===== src/inc/ofc_pkg.sv =====
// Package: register map, field layout, reset values and carrier types
package ofc_pkg;

  // ==========================================================
  // Register indices (byte address is four times the index)
  localparam logic [11:0] IDX_SEL_A     = 12'h559;
  localparam logic [11:0] IDX_SEL_B     = 12'h55A;
  localparam logic [11:0] IDX_FORMAT    = 12'h561;
  localparam logic [11:0] IDX_OR_CLEAR  = 12'h562;
  localparam logic [11:0] IDX_OR_FLAGS  = 12'h563;
  localparam logic [11:0] IDX_CH_ORDER  = 12'h564;
  localparam logic [11:0] IDX_LANE_RATE = 12'h56E;
  localparam logic [11:0] IDX_IRQ_STAT  = 12'h570;
  localparam logic [11:0] IDX_IRQ_MASK  = 12'h571;
  localparam logic [11:0] IDX_CTRL_CNT  = 12'h572;

  // ==========================================================
  // Reset values
  localparam logic [7:0] RST_SEL_A     = 8'h00;
  localparam logic [7:0] RST_SEL_B     = 8'h01;
  localparam logic [7:0] RST_FORMAT    = 8'h01;
  localparam logic [7:0] RST_OR_CLEAR  = 8'h00;
  localparam logic [7:0] RST_CH_ORDER  = 8'h00;
  localparam logic [7:0] RST_LANE_RATE = 8'h10;
  localparam logic [7:0] RST_IRQ_MASK  = 8'h00;
  localparam logic [1:0] RST_CTRL_CNT  = 2'h0;

  // ==========================================================
  // Field positions and writable masks
  localparam int SEL_BIT0_LSB = 0;
  localparam int SEL_BIT1_LSB = 4;
  localparam int SEL_BIT2_LSB = 0;
  localparam int FMT_INVERT   = 2;
  localparam logic [7:0] MASK_SEL_A     = 8'h77;
  localparam logic [7:0] MASK_SEL_B     = 8'h07;
  localparam logic [7:0] MASK_FORMAT    = 8'h07;
  localparam logic [7:0] MASK_CH_ORDER  = 8'h01;
  localparam logic [7:0] MASK_LANE_RATE = 8'h10;

  // ==========================================================
  // Control-bit source codes
  typedef enum logic [2:0] {
    SRC_TIE_LOW   = 3'h0,
    SRC_OVERRANGE = 3'h1,
    SRC_MONITOR   = 3'h2,
    SRC_FAST_DET  = 3'h3,
    SRC_PUNISH1   = 3'h4
  } ctrl_src_t;

  typedef enum logic [1:0] {
    FMT_OFFSET_BIN = 2'h0,
    FMT_TWOS_COMP  = 2'h1
  } num_fmt_t;

  localparam int SAMPLE_W = 14;
  localparam int NUM_VC   = 8;

  // Per-sample status inputs for one channel
  typedef struct packed {
    logic overrange;
    logic monitor;
    logic fast_threshold_detect;
    logic variable_range_monitor;
  } sample_flags_t;

  // One output word: sample and three control bits
  typedef struct packed {
    logic [SAMPLE_W-1:0] sample;
    logic [2:0]          ctrl;
  } out_word_t;

endpackage : ofc_pkg


===== src/design/adc_output_format_control.sv =====
// Output-format register bank with control-bit muxing and overrange flags
//
// Chosen here: the Wishbone slave port.
module adc_output_format_control
  import ofc_pkg::*;
(
  // Clock, reset, enable
  input  wire logic                core_clk,
  input  wire logic                srst,
  input  wire logic                clk_en,
  // Wishbone slave
  input  wire logic                wb_cyc_i,
  input  wire logic                wb_stb_i,
  input  wire logic                wb_we_i,
  input  wire logic [13:0]         wb_adr_i,
  input  wire logic [3:0]          wb_sel_i,
  input  wire logic [31:0]         wb_dat_i,
  output logic      [31:0]         wb_dat_o,
  output logic                     wb_ack_o,
  // Converter samples and flags, same clock
  input  wire logic [SAMPLE_W-1:0] samp_a,
  input  wire logic [SAMPLE_W-1:0] samp_b,
  input  wire sample_flags_t       flags_a,
  input  wire sample_flags_t       flags_b,
  input  wire logic [NUM_VC-1:0]   vc_overrange,
  // Formatted output
  output out_word_t                out_a_q,
  output out_word_t                out_b_q,
  output logic                     lane_rate_low_q,
  output logic                     irq_q
);

  // ==========================================================
  // Register storage
  logic [7:0]        sel_a_q, sel_b_q, format_q, or_clear_q, ch_order_q, lane_q;
  logic [7:0]        irq_stat_q, irq_mask_q;
  logic [1:0]        ctrl_cnt_q;
  logic [NUM_VC-1:0] or_flags_q;

  logic        req;
  logic        wr_stb;
  logic [11:0] idx;
  logic [7:0]  wdat;

  assign req    = wb_cyc_i && wb_stb_i && !wb_ack_o;
  assign wr_stb = req && wb_we_i && wb_sel_i[0] && clk_en;
  assign idx    = wb_adr_i[13:2];
  assign wdat   = wb_dat_i[7:0];

  function automatic logic wr_hit(input logic [11:0] a);
    return wr_stb && (idx == a);
  endfunction

  function automatic logic [SAMPLE_W-1:0] fmt_sample(
    input logic [SAMPLE_W-1:0] s, input logic [7:0] f);
    logic [SAMPLE_W-1:0] r;
    r = s;
    if (f[1:0] == FMT_OFFSET_BIN) begin
      r[SAMPLE_W-1] = ~r[SAMPLE_W-1];
    end
    if (f[FMT_INVERT]) begin
      r = ~r;
    end
    return r;
  endfunction

  // ==========================================================
  // Wishbone answer, one cycle after the request
  always_ff @(posedge core_clk) begin
    if (srst) begin
      wb_ack_o <= 1'b0;
    end else if (clk_en) begin
      wb_ack_o <= req;
    end
  end

  always_ff @(posedge core_clk) begin
    if (srst) begin
      wb_dat_o <= 32'h0000_0000;
    end else if (clk_en && req) begin
      unique case (idx)
        IDX_SEL_A:     wb_dat_o <= {24'h000000, sel_a_q};
        IDX_SEL_B:     wb_dat_o <= {24'h000000, sel_b_q};
        IDX_FORMAT:    wb_dat_o <= {24'h000000, format_q};
        IDX_OR_CLEAR:  wb_dat_o <= {24'h000000, or_clear_q};
        IDX_OR_FLAGS:  wb_dat_o <= {24'h000000, or_flags_q};
        IDX_CH_ORDER:  wb_dat_o <= {24'h000000, ch_order_q};
        IDX_LANE_RATE: wb_dat_o <= {24'h000000, lane_q};
        IDX_IRQ_STAT:  wb_dat_o <= {24'h000000, irq_stat_q};
        IDX_IRQ_MASK:  wb_dat_o <= {24'h000000, irq_mask_q};
        IDX_CTRL_CNT:  wb_dat_o <= {30'h00000000, ctrl_cnt_q};
        default:       wb_dat_o <= 32'h0000_0000;
      endcase
    end
  end

  // ==========================================================
  // Configuration registers
  always_ff @(posedge core_clk) begin
    if (srst) begin
      sel_a_q    <= RST_SEL_A;
      sel_b_q    <= RST_SEL_B;
      format_q   <= RST_FORMAT;
      or_clear_q <= RST_OR_CLEAR;
      ch_order_q <= RST_CH_ORDER;
      lane_q     <= RST_LANE_RATE;
      irq_mask_q <= RST_IRQ_MASK;
      ctrl_cnt_q <= RST_CTRL_CNT;
    end else begin
      if (wr_hit(IDX_SEL_A))     sel_a_q    <= wdat & MASK_SEL_A;
      if (wr_hit(IDX_SEL_B))     sel_b_q    <= wdat & MASK_SEL_B;
      if (wr_hit(IDX_FORMAT))    format_q   <= wdat & MASK_FORMAT;
      if (wr_hit(IDX_OR_CLEAR))  or_clear_q <= wdat;
      if (wr_hit(IDX_CH_ORDER))  ch_order_q <= wdat & MASK_CH_ORDER;
      if (wr_hit(IDX_LANE_RATE)) lane_q     <= wdat & MASK_LANE_RATE;
      if (wr_hit(IDX_IRQ_MASK))  irq_mask_q <= wdat;
      if (wr_hit(IDX_CTRL_CNT))  ctrl_cnt_q <= wdat[1:0];
    end
  end

  // ==========================================================
  // Overrange flags
  logic [NUM_VC-1:0] or_clr_pulse;
  assign or_clr_pulse = wr_hit(IDX_OR_CLEAR) ? wdat : 8'h00;

  always_ff @(posedge core_clk) begin
    if (srst) begin
      or_flags_q <= 8'h00;
    end else if (clk_en) begin
      // Sticky until clear, held at zero while clear bit is 1
      or_flags_q <= ((or_flags_q & ~or_clr_pulse) | vc_overrange) & ~or_clear_q;
    end
  end

  // ==========================================================
  // Interrupt status, write one to clear, set wins
  logic [7:0] new_or;
  assign new_or = vc_overrange & ~or_flags_q & ~or_clear_q;

  always_ff @(posedge core_clk) begin
    if (srst) begin
      irq_stat_q <= 8'h00;
    end else if (clk_en) begin
      irq_stat_q <= (irq_stat_q & ~(wr_hit(IDX_IRQ_STAT) ? wdat : 8'h00)) | new_or;
    end
  end

  always_ff @(posedge core_clk) begin
    if (srst) begin
      irq_q <= 1'b0;
    end else if (clk_en) begin
      irq_q <= |(irq_stat_q & irq_mask_q);
    end
  end

  // ==========================================================
  // Control-bit muxes
  logic [2:0] ctl_a, ctl_b;
  logic [2:0] present;
  sample_flags_t fa, fb;

  assign present = {ctrl_cnt_q == 2'h3, ctrl_cnt_q >= 2'h2, ctrl_cnt_q != 2'h0};
  assign fa = ch_order_q[0] ? flags_b : flags_a;
  assign fb = ch_order_q[0] ? flags_a : flags_b;

  for (genvar i = 0; i < 3; i++) begin : g_mux
    logic [2:0] code;
    if (i == 0) begin : g0
      assign code = sel_a_q[SEL_BIT0_LSB +: 3];
    end else if (i == 1) begin : g1
      assign code = sel_a_q[SEL_BIT1_LSB +: 3];
    end else begin : g2
      assign code = sel_b_q[SEL_BIT2_LSB +: 3];
    end
    ctrl_bit_mux u_mux_a (
      .code    (code),
      .present (present[i]),
      .flags   (fa),
      .bit_out (ctl_a[i])
    );
    ctrl_bit_mux u_mux_b (
      .code    (code),
      .present (present[i]),
      .flags   (fb),
      .bit_out (ctl_b[i])
    );
  end

  // ==========================================================
  // Output stage
  always_ff @(posedge core_clk) begin
    if (srst) begin
      out_a_q <= '0;
      out_b_q <= '0;
    end else if (clk_en) begin
      out_a_q <= '{sample: fmt_sample(ch_order_q[0] ? samp_b : samp_a, format_q), ctrl: ctl_a};
      out_b_q <= '{sample: fmt_sample(ch_order_q[0] ? samp_a : samp_b, format_q), ctrl: ctl_b};
    end
  end

  always_ff @(posedge core_clk) begin
    if (srst) begin
      lane_rate_low_q <= RST_LANE_RATE[4];
    end else if (clk_en) begin
      lane_rate_low_q <= lane_q[4];
    end
  end

  // ==========================================================
  // Checks
  // sticky flags
  chk_or_sticky: assert property (@(posedge core_clk) disable iff (srst)
    clk_en && !$past(srst) && $past(clk_en) && $past(or_flags_q[0]) && !$past(or_clear_q[0])
    && !$past(or_clr_pulse[0]) |-> or_flags_q[0])
    else $error("overrange flag dropped without clear");
  chk_or_cleared: assert property (@(posedge core_clk) disable iff (srst)
    clk_en && or_clear_q[0] |=> !clk_en || or_flags_q[0] == 1'b0 || !or_clear_q[0])
    else $error("flag set while cleared");
  chk_or_set: assert property (@(posedge core_clk) disable iff (srst)
    clk_en && vc_overrange[2] && !or_clear_q[2] |=> or_flags_q[2])
    else $error("overrange not recorded");
  chk_swap_order: assert property (@(posedge core_clk) disable iff (srst)
    clk_en && ch_order_q[0] && format_q == 8'h01 |=> out_a_q.sample == $past(samp_b))
    else $error("channel swap wrong");
  chk_fmt_offset: assert property (@(posedge core_clk) disable iff (srst)
    clk_en && format_q == 8'h00 && !ch_order_q[0]
    |=> out_a_q.sample == {~$past(samp_a[SAMPLE_W-1]), $past(samp_a[SAMPLE_W-2:0])})
    else $error("offset binary wrong");
  chk_fmt_invert: assert property (@(posedge core_clk) disable iff (srst)
    clk_en && format_q == 8'h05 && !ch_order_q[0] |=> out_a_q.sample == ~$past(samp_a))
    else $error("invert wrong");
  chk_tie_low: assert property (@(posedge core_clk) disable iff (srst)
    clk_en && sel_b_q[2:0] == 3'h0 |=> out_a_q.ctrl[2] == 1'b0)
    else $error("tied bit not low");
  chk_absent_low: assert property (@(posedge core_clk) disable iff (srst)
    clk_en && ctrl_cnt_q == 2'h0 |=> out_b_q.ctrl == 3'h0)
    else $error("absent control bit driven");
  chk_ack_pulse: assert property (@(posedge core_clk) disable iff (srst)
    wb_ack_o && clk_en |=> !wb_ack_o)
    else $error("ack longer than one cycle");
  chk_ack_answer: assert property (@(posedge core_clk) disable iff (srst)
    clk_en && req |=> wb_ack_o)
    else $error("request not acknowledged");
  chk_read_flags: assert property (@(posedge core_clk) disable iff (srst)
    clk_en && req && !wb_we_i && idx == IDX_OR_FLAGS
    |=> wb_dat_o == {24'h000000, $past(or_flags_q)})
    else $error("status read wrong");
  chk_or_clear_pulse: assert property (@(posedge core_clk) disable iff (srst)
    clk_en && or_clr_pulse[0] && !vc_overrange[0] |=> !or_flags_q[0])
    else $error("flag kept after clear write");
  chk_ctrl_source: assert property (@(posedge core_clk) disable iff (srst)
    clk_en && ctrl_cnt_q == 2'h3 && sel_b_q[2:0] == 3'h3 && !ch_order_q[0]
    |=> out_a_q.ctrl[2] == $past(flags_a.fast_threshold_detect))
    else $error("control bit source wrong");
  chk_bit0_only: assert property (@(posedge core_clk) disable iff (srst)
    clk_en && ctrl_cnt_q == 2'h1 |=> out_a_q.ctrl[2:1] == 2'h0)
    else $error("absent upper control bits driven");
  chk_fmt_twos: assert property (@(posedge core_clk) disable iff (srst)
    clk_en && format_q == 8'h01 && !ch_order_q[0] |=> out_a_q.sample == $past(samp_a))
    else $error("two's complement sample altered");
  chk_swap_b: assert property (@(posedge core_clk) disable iff (srst)
    clk_en && ch_order_q[0] && format_q == 8'h01 |=> out_b_q.sample == $past(samp_a))
    else $error("channel swap wrong on second output");

  // ==========================================================
  // Interrupt and lane checks
  chk_irq_level: assert property (@(posedge core_clk) disable iff (srst)
    clk_en |=> irq_q == (($past(irq_stat_q) & $past(irq_mask_q)) != 8'h00))
    else $error("interrupt level wrong");
  chk_irq_set_wins: assert property (@(posedge core_clk) disable iff (srst)
    clk_en && new_or[0] |=> irq_stat_q[0])
    else $error("new overrange not latched");
  chk_irq_clear: assert property (@(posedge core_clk) disable iff (srst)
    clk_en && wr_stb && idx == IDX_IRQ_STAT && wdat[0] && !new_or[0] |=> !irq_stat_q[0])
    else $error("interrupt status not cleared");
  chk_lane_copy: assert property (@(posedge core_clk) disable iff (srst)
    clk_en |=> lane_rate_low_q == $past(lane_q[4]))
    else $error("lane rate bit not copied");

  cov_or_clear: cover property (@(posedge core_clk) or_flags_q[0] ##1 !or_flags_q[0]);
  cov_swap: cover property (@(posedge core_clk) ch_order_q[0] && clk_en);
  cov_irq: cover property (@(posedge core_clk) irq_q);
  cov_offset_fmt: cover property (@(posedge core_clk) clk_en && format_q == 8'h00);
  cov_ctrl_all: cover property (@(posedge core_clk) clk_en && ctrl_cnt_q == 2'h3);

endmodule // adc_output_format_control


===== src/design/ctrl_bit_mux.sv =====
// Source selection for one appended control bit
module ctrl_bit_mux
  import ofc_pkg::*;
(
  // Selection
  input  wire logic [2:0]    code,
  input  wire logic          present,
  // Sources
  input  wire sample_flags_t flags,
  // Result
  output logic               bit_out
);

  always_comb begin
    unique case (code)
      SRC_TIE_LOW:   bit_out = 1'b0;
      SRC_OVERRANGE: bit_out = flags.overrange;
      SRC_MONITOR:   bit_out = flags.monitor;
      SRC_FAST_DET:  bit_out = flags.fast_threshold_detect;
      SRC_PUNISH1:   bit_out = flags.variable_range_monitor;
      default:       bit_out = 1'b0;
    endcase
    if (!present) begin
      bit_out = 1'b0;
    end
  end

endmodule // ctrl_bit_mux


===== config.mk =====
export PLATFORM = sky130hd
export DESIGN_NAME = adc_output_format_control
export DESIGN_NICKNAME = d
export VERILOG_FILES = /design/src/inc/ofc_pkg.sv /design/src/design/adc_output_format_control.sv /design/src/design/ctrl_bit_mux.sv
export SDC_FILE = /design/constraint.sdc
export NUM_CORES = 1
export LEC_CHECK = 0
export ABC_AREA = 1
export BUFFER_PORTS_ARGS = -buffer_cell sky130_fd_sc_hd__buf_2
export CORE_ASPECT_RATIO = 0.9
export CORE_MARGIN = 2
export CORE_UTILIZATION = 40
export CTS_BUF_LIST = sky130_fd_sc_hd__clkbuf_16
export DETAILED_ROUTE_END_ITERATION = 7
export PLACE_DENSITY = 0.76
export REMOVE_ABC_BUFFERS = 1
export SLEW_MARGIN = 25
export SYNTH_ARGS = -nofsm -noshare
export SYNTH_HDL_FRONTEND = slang
export SYNTH_HIERARCHICAL = 1
export SYNTH_SLANG_ARGS = --single-unit

===== constraint.sdc =====
create_clock -name core_clk -period 1.73 [get_ports core_clk]
set_input_delay 0.0865 -clock core_clk [delete_from_list [all_inputs] [get_ports core_clk]]
set_output_delay 0.0865 -clock core_clk [all_outputs]
set_load 0.005 [all_outputs]

## After elaboration in Yosys (flattened, before gate mapping)

Cells that the tools add are included.

| cells by class | value |
|---|---|
| $add $sub $neg | 0 |
| $mul | 0 |
| divide/modulo/power cells | 0 |
| $lt $le $gt $ge | 1 |
| equality and inequality tests | 23 |
| shift-type cells | 0 |
| multiplexer cells | 27 |
| bitwise gates (word level) | 16 |
| reductions and logical operators | 19 |

Operators with widths:

| kind | count |
|---|---|
| $eq A12 B11 Y1 const B | 10 |
| $pmux W8 S10 | 1 |
| $mux W14 | 4 |
| $and A8 B8 Y8 | 6 |
| $not A8 Y8 | 4 |
| $not A14 Y14 | 2 |
| $pmux W1 S4 | 6 |
| $eq A3 B2 Y1 const B | 6 |
| $mux W8 | 2 |
| $or A8 B8 Y8 | 2 |
| $logic_and A1 B1 Y1 | 15 |
| $mux W1 | 12 |
| $eq A3 B1 Y1 const B | 3 |
| $eq A3 B3 Y1 const B | 3 |
| $mux W4 | 2 |
| $reduce_or A8 Y1 | 1 |
| $eq A2 B2 Y1 const B | 1 |
| $ge A2 B2 Y1 const B | 1 |
| $logic_not A2 Y1 | 1 |
| $not A1 Y1 | 2 |
| $reduce_bool A2 Y1 | 1 |
| $logic_not A1 Y1 | 1 |

| storage, ports and cells | value |
|---|---|
| register bits after elaboration | 117 |
| bits in latches | 0 |
| bits in writable memories | 0 |
| ROM bits | 0 |
| bits of input ports | 100 |
| memories kept | 0 |

## Longest topological paths before layout

Gate-level depths: netlist (run 1).

| depth | value |
|---|---|
| depth after elaboration | 11 |
| mapped depth | 11 |
| depth with buffers taken out | 11 |

## Modules after synthesis

The synthesis (run 1) kept the hierarchy.

Modules (own cells, without submodules):

| module | instances | cells each | area each (µm²) | sequential area each (µm²) |
|---|---|---|---|---|
| adc_output_format_control | 1 | 779 | 5139.9 | 1861.8 |
| ctrl_bit_mux | 6 | 13 | 56.3 | 0.0 |

## Worst setup path after synthesis (run 1)

OpenSTA, ideal clock, no wires.

| timing path | value |
|---|---|
| path kind | register to register |
| start | register ch_order_q[0] |
| end | register out_a_q[0] (netlist bit) |
| arrival time | 1593 ps |
| data required time | 1614 ps |
| setup slack | 21 ps |
| stages on the path, launching flop included | 11 |
| buffers on the path | 3 |
| clock period less this slack | 1709 ps |
| cell sequence | dfxtp_1 -> buf_2 -> clkbuf_1 -> clkbuf_1 -> o21ai_0 -> nand4_1 -> nand2_1 -> nor2_1 -> nor2_1 -> nor2_1 -> nor2_1 |

RTL lines:

| item | RTL line | RTL |
|---|---|---|
| from (decl) | adc_output_format_control.sv:35 | `logic [7:0] sel_a_q, sel_b_q, format_q, or_clear_q, ch_order_q, lane_q;` |
| from (signal assigned) | adc_output_format_control.sv:114 | `if (wr_hit(IDX_CH_ORDER)) ch_order_q <= wdat & MASK_CH_ORDER;` |
| to (signal assigned) | adc_output_format_control.sv:196 | `out_a_q <= '{sample: fmt_sample(ch_order_q[0] ? samp_b : samp_a, format_q), ctrl: ctl_a};` |
| to (decl) | adc_output_format_control.sv:27 | `output out_word_t out_a_q,` |

## Worst setup path after layout (run 1)

| timing path | value |
|---|---|
| start | register wb_ack_o |
| end | register irq_stat_q[3] |

| on the way | value |
|---|---|
| longest elaborated chain between the ends | 10 |

Ends and longest elaborated chain:

| item | RTL line | RTL |
|---|---|---|
| from (decl) | adc_output_format_control.sv:19 | `output logic wb_ack_o,` |
| from (signal assigned) | adc_output_format_control.sv:73 | `wb_ack_o <= req;` |
| $logic_not A1 Y1 | adc_output_format_control.sv:45 | `assign req = wb_cyc_i && wb_stb_i && !wb_ack_o;` |
| $logic_and A1 B1 Y1 | adc_output_format_control.sv:45 |  |
| $logic_and A1 B1 Y1 (3 in a row) | adc_output_format_control.sv:46 | `assign wr_stb = req && wb_we_i && wb_sel_i[0] && clk_en;` |
| $logic_and A1 B1 Y1 | adc_output_format_control.sv:51 | `return wr_stb && (idx == a);` |
| $mux W8 | adc_output_format_control.sv:144 | `irq_stat_q <= (irq_stat_q & ~(wr_hit(IDX_IRQ_STAT) ? wdat : 8'h00)) \| new_or;` |
| $not A8 Y8 | adc_output_format_control.sv:144 |  |
| $and A8 B8 Y8 | adc_output_format_control.sv:144 |  |
| $or A8 B8 Y8 | adc_output_format_control.sv:144 |  |
| to (signal assigned) | adc_output_format_control.sv:144 |  |
| to (decl) | adc_output_format_control.sv:36 | `logic [7:0] irq_stat_q, irq_mask_q;` |

No other way between the ends.
A chain may end at the register's enable or synchronous reset.

==> results of run 1 <==
==> power by group through the flow <==
| stage | logic (mW) | registers (mW) | clock network (mW) |
|---|---|---|---|
| floorplan | 0.275 | 2.32 | 0 |
| global placement | 0.553 | 2.31 | 0 |
| detailed placement | 0.562 | 2.32 | 0 |
| CTS | 0.573 | 2.27 | 2.23 |
| global route | 0.654 | 2.28 | 2.32 |
| finish | 0.571 | 2.27 | 2.15 |
==> repair_timing <==
| item | CTS | global route |
|---|---|---|
| endpoints found under the setup margin | 0 | 3 |
| gates resized for setup | 0 | 1 |
| hold buffers | 5 | 0 |
| setup buffers | 0 | 0 |
| endpoints found under the hold margin | 5 | 0 |
==> cells by family (layout without fill, tap and decap cells) <==
| group | Yosys count | in the layout |
|---|---|---|
| simple gates | 368 | 368 |
| buf+inv | 186 | 281 |
| other cells | 1 | 25 |
| xor+xnor | 29 | 29 |
| compound gates | 180 | 180 |
| flops | 93 | 93 |
==> metal layers <==
metal | global-route usage [%] | vias up | wire, um
met4 | 5.27 | 0 | 160
li1 | - | 2906 | -
met2 | 31.3 | 185 | 6200
met1 | 27.7 | 2445 | 6940
met5 | 0 | - | 0
met3 | 5.77 | 12 | 1260
==> final cells by class <==
class	count	area, um^2	share of cell area (%)
tap	168	210	3.21
clock inverter	7	96.3	1.47
antenna	1	2.50	0.0382
timing repair buffer	139	797	12.2
clock buffer	9	225	3.44
inverter	126	473	7.22
multi-input combinational	601	2890	44.0
sequential	93	1860	28.4
==> metrics by stage <==
step	power [mW]	utilization, %	hold WS, ps
2_1_floorplan	2.59	-	149
3_3_place_gp	2.87	46.2	356
3_5_place_dp	2.88	46.2	359
4_1_cts	5.07	49.0	5.17
5_1_grt	5.25	49.0	22.0
6_report	5.00	49.0	20.8
==> critical path, delay by kind of cell (launching register included) <==
kind,cells,cell delay [ps]
flip-flops,1,320
buffers and inverters,1,50
AND/OR/NAND/NOR,3,690
AO/OA/AOI/OAI,2,340
==> final timing paths <==
kind                                 startpoint               to  slack [ps]
worst min register to register  lane_rate_low_q  lane_rate_low_q         460
worst min-delay path            vc_overrange[0]    or_flags_q[0]          20
worst max register to register         wb_ack_o    irq_stat_q[3]         190
worst max-delay path                   wb_ack_o    irq_stat_q[3]         190
==> state kept, by name, summed over array words and instances (netlist names) <==
register         count
out_a_q             17
out_b_q             17
irq_mask_q           8
irq_stat_q           8
or_clear_q           8
or_flags_q           8
wb_dat_o             8
sel_a_q              6
format_q             3
sel_b_q              3
ctrl_cnt_q           2
ch_order_q           1
irq_q                1
lane_q               1
lane_rate_low_q      1
wb_ack_o             1
==> cell usage in the layout (no fill, tap or decap), types with 29 or more instances in the layout <==
| cell | n |
|---|---|
| buf_2 | 115 |
| xor2_1 | 29 |
| o21ai_0 | 95 |
| nand3_1 | 43 |
| dfxtp_1 | 92 |
| nand2_1 | 113 |
| nor2_1 | 163 |
| nand4_1 | 29 |
| a21oi_1 | 71 |
| inv_1 | 120 |
==> results.toml, run 1 <==
[floorplan]
fp.dieH_um = 115
design.core.area_um2 = 13400
start_util_pct = 41.0
rows = 40
die_x_um = 127
io-pin-count = 169
design.die.area_um2 = 14600

[synthesis]
synthMuxAreaShare_pct = 0
yosysTopAreaCellShare_pct = 34.0
synthAdderAreaFrac_pct = 0
synth_top_family_by_area = "simple AND/OR/NAND/NOR gates"
ys.flop_type = "dfxtp_1"
synthTopCellsByCount = "163 x nor2_1, 120 x inv_1, 113 x nand2_1"
synthXorXnorAreaFrac_pct = 4.64
synthDistinctLibCells = 30
ys_seq_elements = 93
synth_seq_area_share_pct = 34.0
synth_cells = 857
yosysMostFrequentCell = "nor2_1"
synth_area_leaders = "dfxtp_1 34%, nor2_1 11%, o21ai_0 8.7%"
synth_edf_count = 0
async_flop_share_pct = 0
netlist_area_um2 = 5480
syn-mean-instance-area_um2 = 6.39
synth_top_cell_by_area = "dfxtp_1"
yosysWarnings = 6
synth_compound_area_share_pct = 16.9
yosys.area_share.simple_pct = 29.5

[critical_path]
cp_data_arrival_time_ps = 1770
crit_fanout = 8
r2r_cells = 6
crit_type = "reg2reg"
critPathMaxStageDelay_ps = 320
slowest_stage = "dfxtp_1"
crit_required_ps = 1960
cp_cell_sequence = "inv_1 -> nand4_1 -> nor2_4 -> nand3_1 -> o21ai_0 -> a21oi_1"
cp-end-kind = "flip-flop"
worstSetupStartpointType = "flip-flop"

[sta]
finalMaxSlewViolations = 0
tightest_slew_ps = 721
finClkSkew_ps = 8.88
final.setup.tns_ps = 0
rsz0062_at_grt = "no"
hold_viol_final = 0
fin_crit_ps = 1540
setup_viol = 0
slew-limit-headroom_pct = 51.9
min_period_over_period_pct = 89.1
setup_ws_ps = 189
max_freq_mhz = 649

[drt]
dr.pass1.iters = 7
routed_wl_mm = 14.6
postRouteAntennaNets = 0
drt_iter0_markers = 378
via_per_inst = 4.85
num_vias = 5548
drc = 0
wl_per_cell_um = 12.7

[grt]
grt_start_max_net_pins = 63
first_global_vias = 4995
grt_antenna_before_repair = 0
grt_pass1_wl_mm = 24.1
grt_use_total_pct = 20.2
grt-ovfl-total = 0

[power_and_ir_drop]
powerDensity_nw_per_um2 = 763
power_frac_clock_pct = 43.1
intPower_mw = 3.73
switching_power_mw = 1.27
power_frac_seq_pct = 45.4
p_leak_nw = 3.15
swShare_pct = 25.4
pwr-share-comb_pct = 11.4
vdd_drop_max_uv = 599

[cts]
numClockSinks = 93
cts_made_buffers = 9
max-clock-path-buffers = 2
path_clk_slew_ps = 70
cts_root_buffer = "clkbuf_16"
clk_latency_ps = 350
cts_tree = "done"
ctsHtreeMaxLevel = 3

[finish]
final_layout_size_suffix_gt1_share_pct = 18.2
nets = 1070
design_area_um2 = 6550
n_fill_cell = 1372
final_cell_count_no_fill = 1144
area_growth_pct = 19.6

[placed_design]
place_inst = 1122
port_buffers = 115
pre_cts_ws_ps = 147
hpwl_mm = 10.6
place_area_um2 = 6170
gp_congestion = 0.921

[hold_path]
hold_class = "in2reg"
hold_depth = 3

[run]
drv_cap = 0

[run_status]
status = "finished, final reports clean"
Note: power is estimated with default switching activity, not from simulation.
==> inputs of run 2 (changes only) <==
--- a/config.mk
+++ b/config.mk
@@ -13,7 +13,6 @@
 export CTS_BUF_LIST = sky130_fd_sc_hd__clkbuf_16
 export DETAILED_ROUTE_END_ITERATION = 7
 export PLACE_DENSITY = 0.76
-export REMOVE_ABC_BUFFERS = 1
 export SLEW_MARGIN = 25
 export SYNTH_ARGS = -nofsm -noshare
 export SYNTH_HDL_FRONTEND = slang
==> run 2 against run 1 <==
Effect of this change: fmax fell by 3.9%; setup slack got worse by 63 ps; critical path depth rose by 1; non-clock buffer count fell by 2; critical path type unchanged; sequential cell count did not move; clock power fell by 7%; via count rose by 0.90%; routed wire length fell by 0.10%; cell area fell by 0.63%.
==> results.toml, run 2 (synthesis gave the netlist of run 1 again) <==
[critical_path]
cp_data_arrival_time_ps = 1820
crit_required_ps = 1950
slowest_stage = "nor2_1"
cp-end-kind = "flip-flop"
r2r_setup_slack_ps = 130
cp_cell_sequence = "inv_1 -> nand4_1 -> nor2_4 -> buf_4 -> inv_1 -> nor2_1 -> a21oi_1"
critPathMaxStageDelay_ps = 340
worstSetupStartpointType = "flip-flop"
crit_fanout = 6
crit_family = "simple AND/OR/NAND/NOR gates"
path_buf_inv = 3
cpMostUsedCell = "inv_1"
crit_type = "reg2reg"

[floorplan]
design.die.area_um2 = 14600
design.core.area_um2 = 13400
fp.dieH_um = 115
die_x_um = 127
rows = 40
io-pin-count = 169
start_util_pct = 41.0

[placed_design]
port_buffers = 115
gp_congestion = 0.930
hpwl_mm = 10.8

[sta]
finalMaxSlewViolations = 0
setup_viol = 0
fin_crit_ps = 1600
finClkSkew_ps = 7.14
rsz0062_at_grt = "no"
final.setup.tns_ps = 0
timing.hold.ws_ps = 10.5
max_freq_mhz = 624
slew-limit-headroom_pct = 54.5
tightest_slew_ps = 681
min_period_over_period_pct = 92.7
hold_viol_final = 0

[cts]
max-clock-path-buffers = 2
clk_latency_ps = 350
path_clk_slew_ps = 70
ctsHtreeMaxLevel = 3
cts_root_buffer = "clkbuf_16"
cts_tree = "done"
cts_made_buffers = 9
cts-resized-gates = 0
numClockSinks = 93

[power_and_ir_drop]
powerDensity_nw_per_um2 = 745
vdd_drop_max_uv = 714
p_leak_nw = 3.13

[drt]
num_vias = 5598
drc = 0
drt_iter0_markers = 526
via_per_inst = 4.91
wl_per_cell_um = 12.8
routed_wl_mm = 14.5
postRouteAntennaNets = 0
dr.pass1.iters = 5

[run_status]
status = "finished, final reports clean"

[finish]
reg_top3 = "out_a_q x17, out_b_q x17"
final_cell_mix = "163 x nor2_1, 120 x inv_1, 115 x buf_2, 113 x nand2_1, 95 x o21ai_0"
n_fill_cell = 1372
final_layout_size_suffix_gt1_share_pct = 17.9
regArea_um2 = 1860
num_antenna_cells = 0
area_growth_pct = 18.9
multi_input_area_um2 = 2890
nets = 1068
final_common_cell = "nor2_1"

[grt]
grt-ovfl-total = 0
grt_use_total_pct = 19.8
grt_start_max_net_pins = 57
grt_pass1_wl_mm = 23.3
first_global_vias = 4887
grt_antenna_before_repair = 0

[run]
drv_cap = 0

[hold_path]
hold_class = "in2reg"
run 2: layout make-up:
type | instances | area share (%)
well taps | 168 | 3.23
clock inverters | 6 | 1.13
inverters | 126 | 7.26
multi-input cells | 601 | 44.3
flip-flops and latches | 93 | 28.6
repair buffers | 137 | 12.0
clock buffers | 9 | 3.46
run 2: final timing paths:
| path | startpoint | end | depth (start not counted) |
|---|---|---|---|
| worst max-delay path | wb_ack_o | sel_a_q[0] | 7 |
| worst min-delay path | vc_overrange[0] | or_flags_q[0] | 3 |
| worst max register to register | wb_ack_o | sel_a_q[0] | 7 |
| worst min register to register | or_flags_q[1] | or_flags_q[1] | 2 |
run 2: tightest hold or removal path, stage by stage:
cell and delay [ps]:
buf_2 90, nand2_1 70, a21oi_1 60
run 2: per-stage QoR:
stage | setup slack (ps) | std cells | instance area (um^2) | utilization, % | power, mW
after floorplan | 20.8 | 880 | 5560 | - | 2.67
after global placement | 193 | 1119 | 6150 | 46.0 | 2.87
after detailed placement | 154 | 1119 | 6150 | 46.0 | 2.88
after CTS | 151 | 1140 | 6510 | 48.7 | 4.88
after global routing | 36.1 | 1140 | 6510 | 48.7 | 5.05
final | 126 | 1140 | 6510 | 48.7 | 4.85
run 2: what timing repair did:
| action | 4_1_cts | 5_1_grt |
|---|---|---|
| buffers inserted | 0 | 0 |
| endpoints found under the hold margin | 7 | 0 |
| hold buffers | 6 | 0 |
run 2: metal layers:
layer	part of all wire (%)	routed length (um)	track usage, %
met3	7.0	1010	4.75
met4	1.5	213	5.49
met1	47	6830	27.4
met5	0	0	0
met2	45	6480	30.9
run 2: power by group:
group / switching [mW] / leakage (nW) / internal, mW
Clock: 0.877 / 0.140 / 1.13
Sequential: 0.0443 / 0.762 / 2.22
Combinational: 0.349 / 2.23 / 0.228
Total: 1.27 / 3.13 / 3.58
==> inputs of run 3 (changes only) <==
==> constraint.sdc (replaced) <==
create_clock -name core_clk -period 1.73 [get_ports core_clk]
set_input_delay 0.0865 -clock core_clk [delete_from_list [all_inputs] [get_ports core_clk]]
set_output_delay 0.0865 -clock core_clk [all_outputs]
set_load 0.1 [all_outputs]
==> run 3 against run 2 <==
Effect of this change: final cell count unchanged; register-to-register slack better by 30 ps; global-route usage up 0.12 points; cell area about the same; critical path depth down 1; critical endpoint is now irq_stat_q[1]; largest power group unchanged; highest routed layer unchanged.
==> results.toml, run 3 (synthesis gave the netlist of run 1 again) <==
[drt]
wl_per_cell_um = 12.9
drt_iter0_markers = 524
dr.pass1.iters = 5
routed_wl_mm = 14.7
postRouteAntennaNets = 0
num_vias = 5585
via_per_inst = 4.90
drc = 0

[critical_path]
worstSetupStartpointType = "flip-flop"
slowest_stage = "dfxtp_2"
crit_type = "reg2reg"
critPathMaxStageDelay_ps = 330
path_buf_inv = 1
cp-end-kind = "flip-flop"
cp_cell_sequence = "inv_1 -> nand4_1 -> nor2_4 -> nand3_1 -> o21ai_0 -> a21oi_1"
cp_data_arrival_time_ps = 1800
crit_required_ps = 1960
crit_family = "simple AND/OR/NAND/NOR gates"
crit_fanout = 8

[cts]
path_clk_slew_ps = 80
cts-resized-gates = 0
cts_tree = "done"
clk_latency_ps = 350
cts_root_buffer = "clkbuf_16"
max-clock-path-buffers = 2
ctsHtreeMaxLevel = 3
cts_setup_buffers = 0
cts_made_buffers = 9
numClockSinks = 93

[power_and_ir_drop]
intPower_mw = 3.59
power_frac_seq_pct = 41.2
vdd_drop_max_uv = 629
switching_power_mw = 1.91
pwr-share-comb_pct = 21.7
swShare_pct = 34.8
powerDensity_nw_per_um2 = 846
power_frac_clock_pct = 37.1
p_leak_nw = 3.14

[finish]
final_common_cell = "nor2_1"
final_cell_mix = "163 x nor2_1, 121 x inv_1, 115 x buf_2, 113 x nand2_1, 95 x o21ai_0"
reg_top3 = "out_a_q x17, out_b_q x17"
final_cell_count_no_fill = 1140
final_layout_size_suffix_gt1_share_pct = 18.0
num_antenna_cells = 0
area_growth_pct = 18.8
n_fill_cell = 1382
nets = 1067

[run_status]
status = "finished, final reports clean"

[sta]
finClkSkew_ps = 10.2
min_period_over_period_pct = 91.0
tightest_slew_ps = 507
hold_viol_final = 0
setup_ws_ps = 156
setup_viol = 0
fin_crit_ps = 1570
final.setup.tns_ps = 0
slew-limit-headroom_pct = 66.2
rsz0062_at_grt = "no"
finalMaxSlewViolations = 0
max_freq_mhz = 635

[floorplan]
io-pin-count = 169
design.die.area_um2 = 14600
design.core.area_um2 = 13400
fp.dieH_um = 115
die_x_um = 127
start_util_pct = 41.0
rows = 40

[placed_design]
hpwl_mm = 10.8
place_inst = 1119
port_buffers = 115
gp_congestion = 0.935
pre_cts_ws_ps = 147

[grt]
grt_pass1_wl_mm = 23.4
grt_antenna_before_repair = 0
grt_start_max_net_pins = 59
grt_use_total_pct = 19.9
grt-ovfl-total = 0
first_global_vias = 4807

[run]
drv_cap = 0

[hold_path]
hold_class = "in2reg"
[run 3: power by group through the flow]
stage | clock network [mW] | registers [mW] | logic, mW
6_report | 2.04 | 2.27 | 1.20
5_1_grt | 2.19 | 2.28 | 1.27
4_1_cts | 2.09 | 2.27 | 1.19
3_5_place_dp | 0 | 2.32 | 1.18
3_3_place_gp | 0 | 2.31 | 1.18
2_1_floorplan | 0 | 2.72 | 0.571
[run 3: metrics by stage]
step / hold WS (ps) / utilization [%] / cell area, um^2 / total power, mW
3_3_place_gp: 354 / 46.0 / 6150 / 3.49
3_5_place_dp: 360 / 46.0 / 6150 / 3.50
6_report: 8.93 / 48.7 / 6510 / 5.50
2_1_floorplan: 234 / - / 5570 / 3.29
5_1_grt: 11.3 / 48.7 / 6510 / 5.74
4_1_cts: 2.17 / 48.7 / 6510 / 5.55
[run 3: area by class of cell]
class | count | area [um^2] | area share, %
well taps | 168 | 210 | 3.23
flip-flops and latches | 93 | 1860 | 28.6
clock buffers | 9 | 225 | 3.46
repair buffers | 136 | 771 | 11.8
multi-input cells | 601 | 2890 | 44.3
inverters | 126 | 473 | 7.27
clock inverters | 7 | 80.1 | 1.23
[run 3: metal layers]
layer | vias to the layer above | global-route usage (%) | wire (um)
li1 | 2906 | - | -
met3 | 12 | 4.84 | 1030
met5 | - | 0 | 0
met2 | 174 | 31.7 | 6560
met1 | 2493 | 27.5 | 6950
met4 | 0 | 4.47 | 140
[run 3: worst register-to-register path: cells and delay by family (launching register included)]
kind | cells | cell delay (ps)
compound gates | 2 | 360
flops | 1 | 330
buf+inv | 1 | 40
simple gates | 3 | 730
[run 3: worst paths after layout]
path | slack [ps] | cells after the start | endpoint | start
setup / recovery | 160 | 6 | irq_stat_q[1] | wb_ack_o
hold / removal | 9 | 3 | or_flags_q[0] | vc_overrange[0]
setup reg to reg | 160 | 6 | irq_stat_q[1] | wb_ack_o
hold reg to reg | 460 | 2 | or_flags_q[3] | or_flags_q[3]
[run 3: what timing repair did]
action	in CTS	in global routing
endpoints found under the setup margin	0	0
hold endpoints to repair	5	0
hold buffers	5	0
